==> src/aslc_map.svh <==
// How it works
// Up to twelve slots; fields apply in own slot
// Each input pair routed per slot independently
// Pair mode bit global, not per slot
// Slot route field enables pair, picks channels
// Disabled or sleeping inputs take idle bias
// Inputs active only in precondition and pulses
// Slot field selects one of seven treatments
// Precondition width per slot, default 8 us
// No bias connection while input is sampled
// Second channel off after reset, powered down
// Integration and impulse modes skip second channel; only integ_mode gates it here
// Slot enable runs second channel conversions
// Second channel words follow first channel words
// Second channel analog settings kept separately
// Four drivers per slot, one side each
// Seven-bit monotonic current code per driver
// Code zero disables driver regardless of side
// Over 400 mA, grant in driver order
// Software keeps slot total within 400 mA
// Slot fields read by executing slot index
`ifndef ASLC_MAP_SVH
`define ASLC_MAP_SVH

`define ASLC_NUM_SLOTS       4'hC
`define ASLC_NUM_WORDS       24
`define ASLC_CLK_PERIOD_NS   25
`define ASLC_CYC_PER_US      ((1000 + `ASLC_CLK_PERIOD_NS - 1) / `ASLC_CLK_PERIOD_NS)
`define ASLC_PRE_WIDTH_DEF_US 8

`define ASLC_ADDR_GLOBAL     12'h000
`define ASLC_ADDR_CH1_ANA    12'h004
`define ASLC_ADDR_CH2_ANA    12'h008
`define ASLC_ADDR_STATUS     12'h00C
`define ASLC_SLOT_BASE       12'h100
`define ASLC_SLOT_END        12'h160

`define ASLC_ROUTE_A_LSB     0
`define ASLC_ROUTE_B_LSB     3
`define ASLC_PRECON_LSB      6
`define ASLC_CH2_BIT         9
`define ASLC_PRE_WIDTH_LSB   10
`define ASLC_SIDE_LSB        18
`define ASLC_CFG_MASK        32'h03FF_FFFF
`define ASLC_LED_MASK        32'h0FFF_FFFF
// Pre width 8 us in bits 17:10
`define ASLC_CFG_RST         32'h0000_2000
`define ASLC_GLOB_RST        6'h00
`define ASLC_ANA_RST         7'h00

`define ASLC_SIDE_A          2'h1
`define ASLC_SIDE_B          2'h2
`define ASLC_LED_LIMIT_MA    400
`define ASLC_LED_STEP_UA     1600
`define ASLC_LED_BUDGET      (`ASLC_LED_LIMIT_MA * 1000 / `ASLC_LED_STEP_UA)

`endif

==> src/aslc_pkg.sv <==
package aslc_pkg;
`include "aslc_map.svh"

   typedef enum logic [3:0] {
      PH_SLEEP  = 4'h1,
      PH_LOAD   = 4'h2,
      PH_PRECON = 4'h4,
      PH_SAMPLE = 4'h8
   } aslc_phase_type;

   typedef enum logic [2:0] {
      PRE_FLOAT     = 3'h0,
      PRE_BIAS_ONE  = 3'h1,
      PRE_BIAS_TWO  = 3'h2,
      PRE_IN_CM     = 3'h3,
      PRE_TIA_REF   = 3'h4,
      PRE_TIA_INPUT = 3'h5,
      PRE_SHORT     = 3'h6
   } aslc_precon_type;

   typedef struct packed {
      logic [`ASLC_NUM_WORDS-1:0][31:0] words;
      logic [63:0]                      rd_a;
      logic [31:0]                      rd_b;
   } aslc_mem_st_type;

   typedef struct packed {
      logic [3:0][6:0] grant;
   } aslc_led_st_type;

   typedef struct packed {
      aslc_phase_type  phase;
      logic [3:0]      slot;
      logic [13:0]     cnt;
      logic [31:0]     cfg;
      logic [31:0]     led;
      logic [5:0]      glob;
      logic [6:0]      ana1;
      logic [6:0]      ana2;
      logic            apb_wait;
      logic [31:0]     prdata;
      logic            ch2_pend;
      logic [31:0]     ch2_word;
      logic            fifo_wr;
      logic [31:0]     fifo_data;
      logic [1:0][2:0] route;
      logic [1:0]      idle;
      logic [1:0]      precon;
      logic            precon_region;
      logic            ch1_conv;
      logic            ch2_pwr;
      logic            ch2_conv;
      logic [3:0]      side_a;
      logic [3:0]      side_b;
   } aslc_top_st_type;
endpackage

==> src/aslc_ifs.sv <==
`timescale 1ns/1ps
interface aslc_mem_if;
   logic        we;
   logic [4:0]  waddr;
   logic [31:0] wdata;
   logic [3:0]  rd_a_slot;
   logic [63:0] rd_a_data;
   logic [4:0]  rd_b_addr;
   logic [31:0] rd_b_data;
   modport ctl (output we, waddr, wdata, rd_a_slot, rd_b_addr, input rd_a_data, rd_b_data);
   modport mem (input we, waddr, wdata, rd_a_slot, rd_b_addr, output rd_a_data, rd_b_data);
endinterface

interface aslc_led_if;
   logic [3:0][6:0] code;
   logic [3:0][6:0] grant;
   modport ctl (output code, input grant);
   modport lim (input code, output grant);
endinterface

==> src/aslc_led_limit.sv <==
`timescale 1ns/1ps
`include "aslc_map.svh"
module aslc_led_limit (
   input wire logic pclk,
   input wire logic presetn,
   aslc_led_if.lim  port
);
   localparam logic [8:0] BUDGET = 9'(`ASLC_LED_BUDGET);

   aslc_pkg::aslc_led_st_type st_ff;
   aslc_pkg::aslc_led_st_type nxt_st;
   logic [8:0]                grant_sum;

   // Budget counted in code steps, so the clamp needs no multiplier
   always_comb begin
      logic [8:0] rem;
      logic [8:0] want;
      logic [8:0] give;
      rem  = BUDGET;
      want = 9'h000;
      give = 9'h000;
      nxt_st = st_ff;
      for (int i = 0; i < 4; i++) begin
         want = {2'b00, port.code[i]};
         give = (want < rem) ? want : rem;
         nxt_st.grant[i] = give[6:0];
         rem = rem - give;
      end
   end

   always_ff @(posedge pclk or negedge presetn) begin
      if (!presetn) begin
         st_ff <= '0;
      end else begin
         st_ff <= nxt_st;
      end
   end

   assign port.grant = st_ff.grant;
   assign grant_sum  = 9'({2'b00, st_ff.grant[0]} + {2'b00, st_ff.grant[1]}
                        + {2'b00, st_ff.grant[2]} + {2'b00, st_ff.grant[3]});

   led_budget_a: assert property (@(posedge pclk) disable iff (!presetn)
      grant_sum <= BUDGET) else $error("led grants exceed budget");
   grant_first_a: assert property (@(posedge pclk) disable iff (!presetn)
      1'b1 |=> port.grant[0] == $past(port.code[0])) else $error("first driver not fully granted");
   zero_code_a: assert property (@(posedge pclk) disable iff (!presetn)
      port.code[3] == 7'h00 |=> port.grant[3] == 7'h00) else $error("zero code granted current");
endmodule

==> src/aslc_slot_mem.sv <==
`timescale 1ns/1ps
`include "aslc_map.svh"
module aslc_slot_mem (
   input wire logic pclk,
   input wire logic presetn,
   aslc_mem_if.mem  port
);
   localparam aslc_pkg::aslc_mem_st_type MEM_RST = '{
      words: {12{32'h0000_0000, `ASLC_CFG_RST}},
      rd_a:  64'h0,
      rd_b:  32'h0
   };

   aslc_pkg::aslc_mem_st_type st_ff;
   aslc_pkg::aslc_mem_st_type nxt_st;

   always_comb begin
      nxt_st = st_ff;
      if (port.we && (port.waddr < 5'(`ASLC_NUM_WORDS))) begin
         nxt_st.words[port.waddr] = port.wdata;
      end
      // Out of range slots read zero, not beyond the array
      if (port.rd_a_slot < `ASLC_NUM_SLOTS) begin
         nxt_st.rd_a = {st_ff.words[{port.rd_a_slot, 1'b1}], st_ff.words[{port.rd_a_slot, 1'b0}]};
      end else begin
         nxt_st.rd_a = 64'h0;
      end
      if (port.rd_b_addr < 5'(`ASLC_NUM_WORDS)) begin
         nxt_st.rd_b = st_ff.words[port.rd_b_addr];
      end else begin
         nxt_st.rd_b = 32'h0;
      end
   end

   always_ff @(posedge pclk or negedge presetn) begin
      if (!presetn) begin
         st_ff <= MEM_RST;
      end else begin
         st_ff <= nxt_st;
      end
   end

   assign port.rd_a_data = st_ff.rd_a;
   assign port.rd_b_data = st_ff.rd_b;
endmodule

==> src/aslc_top.sv <==
// The placing of the registers and the APB slave port are this design's own decisions.
`timescale 1ns/1ps
`include "aslc_map.svh"
module aslc_top #(
   parameter int unsigned CYC_PER_US = `ASLC_CYC_PER_US
) (
   input  wire logic        pclk,
   input  wire logic        presetn,
   input  wire logic [11:0] paddr,
   input  wire logic        psel,
   input  wire logic        penable,
   input  wire logic        pwrite,
   input  wire logic [31:0] pwdata,
   output logic      [31:0] prdata,
   output logic             pready,
   output logic             pslverr,
   input  wire logic        slot_start,
   input  wire logic [3:0]  slot_index,
   input  wire logic        slot_end,
   input  wire logic        pulse_region,
   input  wire logic        sleep_req,
   input  wire logic        integ_mode,
   input  wire logic        data_strobe,
   input  wire logic [31:0] ch1_data,
   input  wire logic [31:0] ch2_data,
   output logic             pair_a_differential_sel,
   output logic             pair_b_differential_sel,
   output logic      [1:0]  pair_a_idle_bias,
   output logic      [1:0]  pair_b_idle_bias,
   output logic      [2:0]  pair_a_slot_route,
   output logic      [2:0]  pair_b_slot_route,
   output logic             pair_a_idle,
   output logic             pair_b_idle,
   output logic             pair_a_precon,
   output logic             pair_b_precon,
   output logic      [2:0]  slot_precondition_sel,
   output logic             precon_region,
   output logic             ch1_convert_en,
   output logic             ch2_power_on,
   output logic             ch2_convert_en,
   output logic      [6:0]  ch1_analog_cfg,
   output logic      [6:0]  ch2_analog_cfg,
   output logic      [3:0]  led_side_a_on,
   output logic      [3:0]  led_side_b_on,
   output logic      [27:0] led_drive_code,
   output logic             fifo_wr,
   output logic      [31:0] fifo_data
);
   aslc_pkg::aslc_top_st_type st_ff;
   aslc_pkg::aslc_top_st_type nxt_st;
   aslc_mem_if                mem_if ();
   aslc_led_if                led_if ();
   logic                      apb_wr;
   logic                      apb_map;
   logic [31:0]               rd_val;
   logic                      ch2_act;
   logic                      in_slot;
   logic                      pulse_on;

   function automatic logic slot_hit(input logic [11:0] a);
      slot_hit = (a >= `ASLC_SLOT_BASE) && (a < `ASLC_SLOT_END) && (a[1:0] == 2'h0);
   endfunction

   function automatic logic [4:0] slot_word(input logic [11:0] a);
      logic [11:0] off;
      off = a - `ASLC_SLOT_BASE;
      slot_word = off[6:2];
   endfunction

   function automatic logic reg_hit(input logic [11:0] a);
      reg_hit = (a == `ASLC_ADDR_GLOBAL) || (a == `ASLC_ADDR_CH1_ANA)
              || (a == `ASLC_ADDR_CH2_ANA) || (a == `ASLC_ADDR_STATUS) || slot_hit(a);
   endfunction

   aslc_slot_mem u_mem (
      .pclk    (pclk),
      .presetn (presetn),
      .port    (mem_if.mem)
   );

   aslc_led_limit u_led (
      .pclk    (pclk),
      .presetn (presetn),
      .port    (led_if.lim)
   );

   // APB: one wait state so read data come from a flop
   assign apb_map = reg_hit(paddr);
   assign pready  = penable & st_ff.apb_wait;
   assign pslverr = pready & ~apb_map;
   assign apb_wr  = psel & penable & pready & pwrite & apb_map;
   assign prdata  = st_ff.prdata;

   // Slot index steers the read port while idle, so LOAD sees the new slot
   assign mem_if.rd_a_slot = (st_ff.phase == aslc_pkg::PH_SLEEP) ? slot_index : st_ff.slot;
   assign mem_if.rd_b_addr = slot_word(paddr);
   assign mem_if.we        = apb_wr & slot_hit(paddr);
   assign mem_if.waddr     = slot_word(paddr);
   assign mem_if.wdata     = slot_word(paddr) % 2 == 1 ? (pwdata & `ASLC_LED_MASK) : (pwdata & `ASLC_CFG_MASK);

   // Codes straight from memory in LOAD, so grants are ready from the first precon cycle
   assign led_if.code = (st_ff.phase == aslc_pkg::PH_LOAD) ? mem_if.rd_a_data[59:32] : st_ff.led[27:0];

   assign ch2_act  = st_ff.cfg[`ASLC_CH2_BIT] & ~integ_mode;
   assign in_slot  = (st_ff.phase != aslc_pkg::PH_SLEEP) & ~sleep_req;
   assign pulse_on = (st_ff.phase == aslc_pkg::PH_SAMPLE) & pulse_region & ~sleep_req;

   always_comb begin
      rd_val = 32'h0000_0000;
      if (slot_hit(paddr)) begin
         rd_val = mem_if.rd_b_data;
      end else if (paddr == `ASLC_ADDR_GLOBAL) begin
         rd_val = {26'h0, st_ff.glob};
      end else if (paddr == `ASLC_ADDR_CH1_ANA) begin
         rd_val = {25'h0, st_ff.ana1};
      end else if (paddr == `ASLC_ADDR_CH2_ANA) begin
         rd_val = {25'h0, st_ff.ana2};
      end else if (paddr == `ASLC_ADDR_STATUS) begin
         rd_val = {23'h0, ch2_act, st_ff.slot, st_ff.phase};
      end
   end

   always_comb begin
      logic [7:0] width;
      logic [2:0] rt;
      logic       en;
      logic       act;
      logic [1:0] side;
      width = mem_if.rd_a_data[`ASLC_PRE_WIDTH_LSB +: 8];
      rt    = 3'h0;
      en    = 1'b0;
      act   = 1'b0;
      side  = 2'h0;
      nxt_st = st_ff;

      nxt_st.apb_wait = psel & penable & ~st_ff.apb_wait;
      if (psel && penable && !st_ff.apb_wait) begin
         nxt_st.prdata = rd_val;
      end
      if (apb_wr && paddr == `ASLC_ADDR_GLOBAL) begin
         nxt_st.glob = pwdata[5:0];
      end
      if (apb_wr && paddr == `ASLC_ADDR_CH1_ANA) begin
         nxt_st.ana1 = pwdata[6:0];
      end
      if (apb_wr && paddr == `ASLC_ADDR_CH2_ANA) begin
         nxt_st.ana2 = pwdata[6:0];
      end

      unique case (st_ff.phase)
         aslc_pkg::PH_SLEEP: begin
            if (slot_start && slot_index < `ASLC_NUM_SLOTS && !sleep_req) begin
               nxt_st.slot  = slot_index;
               nxt_st.phase = aslc_pkg::PH_LOAD;
            end
         end
         aslc_pkg::PH_LOAD: begin
            nxt_st.cfg = mem_if.rd_a_data[31:0];
            nxt_st.led = mem_if.rd_a_data[63:32];
            if (width == 8'h00) begin
               nxt_st.phase = aslc_pkg::PH_SAMPLE;
            end else begin
               nxt_st.cnt   = 14'(32'(width) * CYC_PER_US - 32'd1);
               nxt_st.phase = aslc_pkg::PH_PRECON;
            end
         end
         aslc_pkg::PH_PRECON: begin
            if (st_ff.cnt == 14'h0000) begin
               nxt_st.phase = aslc_pkg::PH_SAMPLE;
            end else begin
               nxt_st.cnt = st_ff.cnt - 14'h0001;
            end
         end
         aslc_pkg::PH_SAMPLE: begin
            if (slot_end) begin
               nxt_st.phase = aslc_pkg::PH_SLEEP;
            end
         end
         default: begin
            nxt_st.phase = aslc_pkg::PH_SLEEP;
         end
      endcase
      // Sleep or an early slot end aborts any phase
      if (sleep_req || (slot_end && st_ff.phase != aslc_pkg::PH_SLEEP)) begin
         nxt_st.phase = aslc_pkg::PH_SLEEP;
      end

      nxt_st.precon_region = in_slot & (st_ff.phase == aslc_pkg::PH_PRECON);
      nxt_st.ch1_conv      = pulse_on;
      nxt_st.ch2_pwr       = in_slot & ch2_act;
      nxt_st.ch2_conv      = pulse_on & ch2_act;

      for (int p = 0; p < 2; p++) begin
         rt  = st_ff.cfg[3*p +: 3];
         en  = in_slot && (rt != 3'h0);
         act = en && ((st_ff.phase == aslc_pkg::PH_PRECON) || pulse_on);
         nxt_st.route[p]  = act ? rt : 3'h0;
         nxt_st.idle[p]   = ~act;
         nxt_st.precon[p] = en && (st_ff.phase == aslc_pkg::PH_PRECON);
      end

      for (int i = 0; i < 4; i++) begin
         side = st_ff.cfg[`ASLC_SIDE_LSB + 2*i +: 2];
         // Side code 3 would drive both sides, so it drives neither
         nxt_st.side_a[i] = pulse_on && side == `ASLC_SIDE_A && led_if.grant[i] != 7'h00;
         nxt_st.side_b[i] = pulse_on && side == `ASLC_SIDE_B && led_if.grant[i] != 7'h00;
      end

      // Second channel word is held one cycle behind the first
      if (data_strobe) begin
         nxt_st.fifo_wr   = 1'b1;
         nxt_st.fifo_data = ch1_data;
         nxt_st.ch2_pend  = ch2_act;
         nxt_st.ch2_word  = ch2_data;
      end else if (st_ff.ch2_pend) begin
         nxt_st.fifo_wr   = 1'b1;
         nxt_st.fifo_data = st_ff.ch2_word;
         nxt_st.ch2_pend  = 1'b0;
      end else begin
         nxt_st.fifo_wr = 1'b0;
      end
   end

   always_ff @(posedge pclk or negedge presetn) begin
      if (!presetn) begin
         st_ff       <= '0;
         st_ff.phase <= aslc_pkg::PH_SLEEP;
         st_ff.glob  <= `ASLC_GLOB_RST;
         st_ff.ana1  <= `ASLC_ANA_RST;
         st_ff.ana2  <= `ASLC_ANA_RST;
         st_ff.idle  <= 2'h3;
      end else begin
         st_ff <= nxt_st;
      end
   end

   assign pair_a_differential_sel = st_ff.glob[0];
   assign pair_b_differential_sel = st_ff.glob[1];
   assign pair_a_idle_bias        = st_ff.glob[3:2];
   assign pair_b_idle_bias        = st_ff.glob[5:4];
   assign pair_a_slot_route       = st_ff.route[0];
   assign pair_b_slot_route       = st_ff.route[1];
   assign pair_a_idle             = st_ff.idle[0];
   assign pair_b_idle             = st_ff.idle[1];
   assign pair_a_precon           = st_ff.precon[0];
   assign pair_b_precon           = st_ff.precon[1];
   // Reserved treatment code falls back to float
   assign slot_precondition_sel   = (st_ff.cfg[8:6] == 3'h7) ? 3'h0 : st_ff.cfg[8:6];
   assign precon_region           = st_ff.precon_region;
   assign ch1_convert_en          = st_ff.ch1_conv;
   assign ch2_power_on            = st_ff.ch2_pwr;
   assign ch2_convert_en          = st_ff.ch2_conv;
   assign ch1_analog_cfg          = st_ff.ana1;
   assign ch2_analog_cfg          = st_ff.ana2;
   assign led_side_a_on           = st_ff.side_a;
   assign led_side_b_on           = st_ff.side_b;
   assign led_drive_code          = led_if.grant;
   assign fifo_wr                 = st_ff.fifo_wr;
   assign fifo_data               = st_ff.fifo_data;

   ch2_off_a: assert property (@(posedge pclk) disable iff (!presetn)
      (!st_ff.cfg[`ASLC_CH2_BIT] || integ_mode) |=> !ch2_power_on && !ch2_convert_en)
      else $error("second channel on while disabled");

   fifo_order_a: assert property (@(posedge pclk) disable iff (!presetn)
      (data_strobe && ch2_act) |=> (fifo_wr && fifo_data == $past(ch1_data))
      ##1 (fifo_wr && fifo_data == $past(ch2_data, 2)))
      else $error("channel words out of order");

   precon_load_a: assert property (@(posedge pclk) disable iff (!presetn)
      (st_ff.phase == aslc_pkg::PH_LOAD && mem_if.rd_a_data[17:10] != 8'h00 && !sleep_req && !slot_end)
      |=> (st_ff.phase == aslc_pkg::PH_PRECON
           && st_ff.cnt == 14'(32'($past(mem_if.rd_a_data[17:10])) * CYC_PER_US - 32'd1)))
      else $error("precondition count wrong");

   precon_end_a: assert property (@(posedge pclk) disable iff (!presetn)
      (st_ff.phase == aslc_pkg::PH_PRECON && st_ff.cnt == 14'h0000 && !sleep_req && !slot_end)
      |=> st_ff.phase == aslc_pkg::PH_SAMPLE) else $error("precondition did not end");

   idle_sleep_a: assert property (@(posedge pclk) disable iff (!presetn)
      (st_ff.phase == aslc_pkg::PH_SLEEP || sleep_req) |=> (pair_a_idle && pair_b_idle
      && pair_a_slot_route == 3'h0 && !pair_a_precon)) else $error("input not idle in sleep");

   sample_bias_a: assert property (@(posedge pclk) disable iff (!presetn)
      (pulse_on && st_ff.cfg[2:0] != 3'h0) |=> (!pair_a_idle && !pair_a_precon
      && pair_a_slot_route == $past(st_ff.cfg[2:0]))) else $error("bias left on while sampling");

   slot_range_a: assert property (@(posedge pclk) disable iff (!presetn)
      (st_ff.phase == aslc_pkg::PH_SLEEP && slot_start && slot_index >= `ASLC_NUM_SLOTS)
      |=> st_ff.phase == aslc_pkg::PH_SLEEP) else $error("illegal slot started");

   mode_write_a: assert property (@(posedge pclk) disable iff (!presetn)
      (apb_wr && paddr == `ASLC_ADDR_GLOBAL) |=> (pair_a_differential_sel == $past(pwdata[0])
      && pair_b_differential_sel == $past(pwdata[1]))) else $error("pair mode not written");

   led_zero_a: assert property (@(posedge pclk) disable iff (!presetn)
      (led_if.grant[0] == 7'h00) |=> !led_side_a_on[0] && !led_side_b_on[0])
      else $error("driver on with zero code");
endmodule

==> config.mk <==
export PLATFORM = sky130hd
export DESIGN_NAME = aslc_top
export DESIGN_NICKNAME = d
export VERILOG_FILES = /design/src/aslc_pkg.sv /design/src/aslc_ifs.sv /design/src/aslc_led_limit.sv /design/src/aslc_slot_mem.sv /design/src/aslc_top.sv
export VERILOG_INCLUDE_DIRS = /design/src /design/src/src
export SDC_FILE = /design/constraint.sdc
export NUM_CORES = 2
export LEC_CHECK = 0
export ABC_AREA = 0
export BUFFER_PORTS_ARGS = -buffer_cell sky130_fd_sc_hd__buf_4
export CAP_MARGIN = 20
export CORE_UTILIZATION = 25
export DETAILED_ROUTE_END_ITERATION = 12
export PLACE_DENSITY = 0.37
export SLEW_MARGIN = 20
export SYNTH_ARGS = -nofsm -noshare
export SYNTH_HDL_FRONTEND = slang
export SYNTH_SLANG_ARGS = --single-unit
==> constraint.sdc <==
create_clock -name pclk -period 10.15 [get_ports pclk]
set_input_delay 0.5075 -clock pclk [delete_from_list [all_inputs] [get_ports pclk]]
set_output_delay 0.5075 -clock pclk [all_outputs]
set_load 0.01 [all_outputs]
==> results.cfg <==
[run_status]
status = finished clean

[yosys]
synth_area_per_cell_um2 = 12.1
syn_area_um2 = 49600
yosysMostFrequentCell = dfrtp_1
async_flop_share_pct = 100
synth_area_leaders = dfrtp_1 49%, mux2_2 15%, mux4_2 10%
synth_cells = 4084
ys_ff_latch = 988
synth_top_area_share_pct = 49.1
ys_warn_count = 0
synth_commonest_cells = 973 x dfrtp_1, 680 x mux2_2, 652 x nand2_1, 268 x clkbuf_1, 228 x mux4_2
synth_top_area_cell = dfrtp_1
synth-seq-area-share_pct = 49.9
synth_nets = 4243
synth_cell_types = 82
synth_enable_flop_cells = 0
ys.flop_type = dfrtp_1

[setup_path]
path_buf_inv = 5
end_kind = flip-flop
crit_fanout = 14
arrival_ps = 10140
critical-path-max-stage-delay_ps = 550
critPathKind = reg2reg
required_ps = 10840
critPathTopFamily = compound AO/OA/AOI/OAI gates
slowest_stage = xnor3_1
r2r_slack_ps = 700
cp-start-kind = flip-flop

[final_layout]
num-fill-cells = 20151
fin_cells = 6967
ff_latch_area_um2 = 24700
multi_input_area_um2 = 22900
syn_to_final_growth_pct = 18.9
fin_nets = 4387
drive_gt1_share_pct = 36.0

[timing]
grt_setup_unrepaired = no
slew_viol_final = 0
hold_viol = 0
timing.final.crit_share_pct = 93.1
fmax_ghz = 0.106
final.min_clock_period_ps = 9450
fin_tns_setup_ps = 0
maxSlewHeadroom_pct = 21.9
setup_viol = 0
finClkSkew_ps = 26.6
worst_pin_slew_ps = 1170

[global_route]
grt_max_degree = 166
grt_pass1_vias = 34899
antenna_found_initial = 18
grt_pass1_wl_um = 268000
grt_overflow_total = 0
grt_util_all_layers_pct = 18.5

[route]
routed_wl_um = 185000
vias_per_cell = 4.87
route.detailed.drc = 0
final_antenna_net_count = 0
wire_per_inst_um = 26.5
vias = 33917
drtPass1Iterations = 5
drtIter0Drc = 2426

[cts]
cts_buffers = 119
clock-sinks = 988
cts_root_buf = clkbuf_16
clock_latency_ps = 770
cts_tree = yes
htree_num_levels = 3
clockBufferDepth = 3
path_clk_slew_ps = 60

[die]
die_area_um2 = 200000
die_w_um = 447
die_y_um = 447
initial_utilization_pct = 25.1
core-area_um2 = 197000
boundaryPins = 263
row_count = 163

[power_and_ir_drop]
leakagePower_nw = 27.5
p_per_area_nw_per_um2 = 219
peakVddDrop_uv = 168

[placed_design]
port_buffers = 258
dp_cells = 6672
dp_hpwl_um = 115000
gp_congestion = 0.772

[job]
drv_cap = 0

[worst_hold_path]
hold_class = in2reg
placed cells by master (no fill, tap or decap), types with 7 or more instances in the layout:
master and instances:
nor3_1 9, dlygate4sd3_1 73, or3_1 8, a21o_1 8, xor2_1 13, nor2b_1 11
clkbuf_1 27, xnor2_1 19, nor4_1 7, o22ai_1 56, buf_4 357, a211oi_1 57
mux2i_1 109, a31oi_1 58, a21oi_1 38, clkbuf_8 30, mux2_2 678, a221oi_1 7
nor2_1 44, nor3b_1 13, clkinv_2 18, dfrtp_1 972, or2_2 7, clkbuf_16 121
buf_12 7, ha_1 33, nand2_1 627, and3_1 7, a22oi_1 90, nand2b_1 7
nand2_2 24, mux4_2 228, nand3_1 110, and2_1 93, o21ai_0 148, inv_1 58
bufinv_16 14, dfstp_2 15
what timing repair did:
action | 4_1_cts | 5_1_grt
setup endpoints to repair | 0 | 7
buffers inserted | 0 | 1
hold buffers | 73 | 0
resized for setup | 0 | 8
hold endpoints to repair | 172 | 0
per-layer routing:
layer	global-route usage, %	up-vias	part of all wire [%]
met5	0	-	0.0070
met4	3.70	2	1.5
met3	2.49	173	4.2
met2	29.6	730	47
met1	26.6	18022	48
li1	-	14990	-
worst paths after layout:
check,start,end,cells after the start
setup / recovery,st_ff[226],u_led.port.grant[24],41
hold / removal,sleep_req,ch1_convert_en,3
setup reg to reg,st_ff[226],u_led.port.grant[24],41
hold reg to reg,u_mem.port.rd_a_data[18],st_ff[191],2
max in group asynchronous,presetn,u_mem.st_ff[268],4
min in group asynchronous,presetn,st_ff[65],2
worst reg2reg max path, delay by kind of cell (launching register included):
family | cells | cell delay, ps
buffers and inverters | 5 | 710
muxes | 4 | 1090
xor gates and xnor gates | 3 | 930
DFF | 1 | 370
AOI/OAI and AO/OA | 15 | 2500
adders and majority gates | 7 | 1960
and+or+nand+nor | 7 | 1840
stage by stage:
step	hold WS (ps)	instance area (um2)	util [%]	power, mW	setup slack, ps
2_1_floorplan	212	49600	-	6.85	405
3_5_place_dp	430	54000	27.4	8.40	288
5_1_grt	124	59000	29.9	13.6	8.40
3_3_place_gp	428	54000	27.4	8.39	295
6_report	150	59000	29.9	12.9	702
4_1_cts	80.4	58900	29.9	13.1	243
logic make-up (layout without fill, tap and decap cells):
family                   after synthesis  in the layout  synth area share (%)
AO/OA/AOI/OAI                        514            514                  6.70
adder cells (fa/ha/maj)               39             39                  1.02
other                                  0              1                     0
AND/OR/NAND/NOR                     1007           1007                  9.14
buffers and inverters                479            721                  4.39
XOR/XNOR                              33             33                 0.611
flip-flops                           988            988                  49.9
multiplexers                        1024           1024                  28.2
power breakdown:
group / switching, mW / leakage [nW] / internal (mW) / total, mW
logic: 2.50 / 11.9 / 1.33 / 3.83
clock network: 1.83 / 2.05 / 2.76 / 4.59
registers: 0.255 / 13.5 / 4.24 / 4.49
state kept, by name (all words and copies together) (netlist names), 4 cells and up:
register / count
u_mem.st_ff: 672
st_ff: 102
u_mem.port.rd_a_data: 54
fifo_data: 32
prdata: 29
u_led.port.grant: 28
u_mem.port.rd_b_data: 28
ch1_analog_cfg: 7
ch2_analog_cfg: 7
led_side_a_on: 4
led_side_b_on: 4
cell type report:
cell class | count | area share (%)
Sequential cell | 988 | 42.0
Multi-Input combinational cell | 2617 | 38.8
Timing Repair Buffer | 442 | 6.17
Clock buffer | 178 | 6.01
Tap cell | 2640 | 5.60
Clock inverter | 41 | 1.06
Inverter | 60 | 0.382
Antenna cell | 1 | 0.00424
No activity file was read; power rests on OpenSTA's default activity.
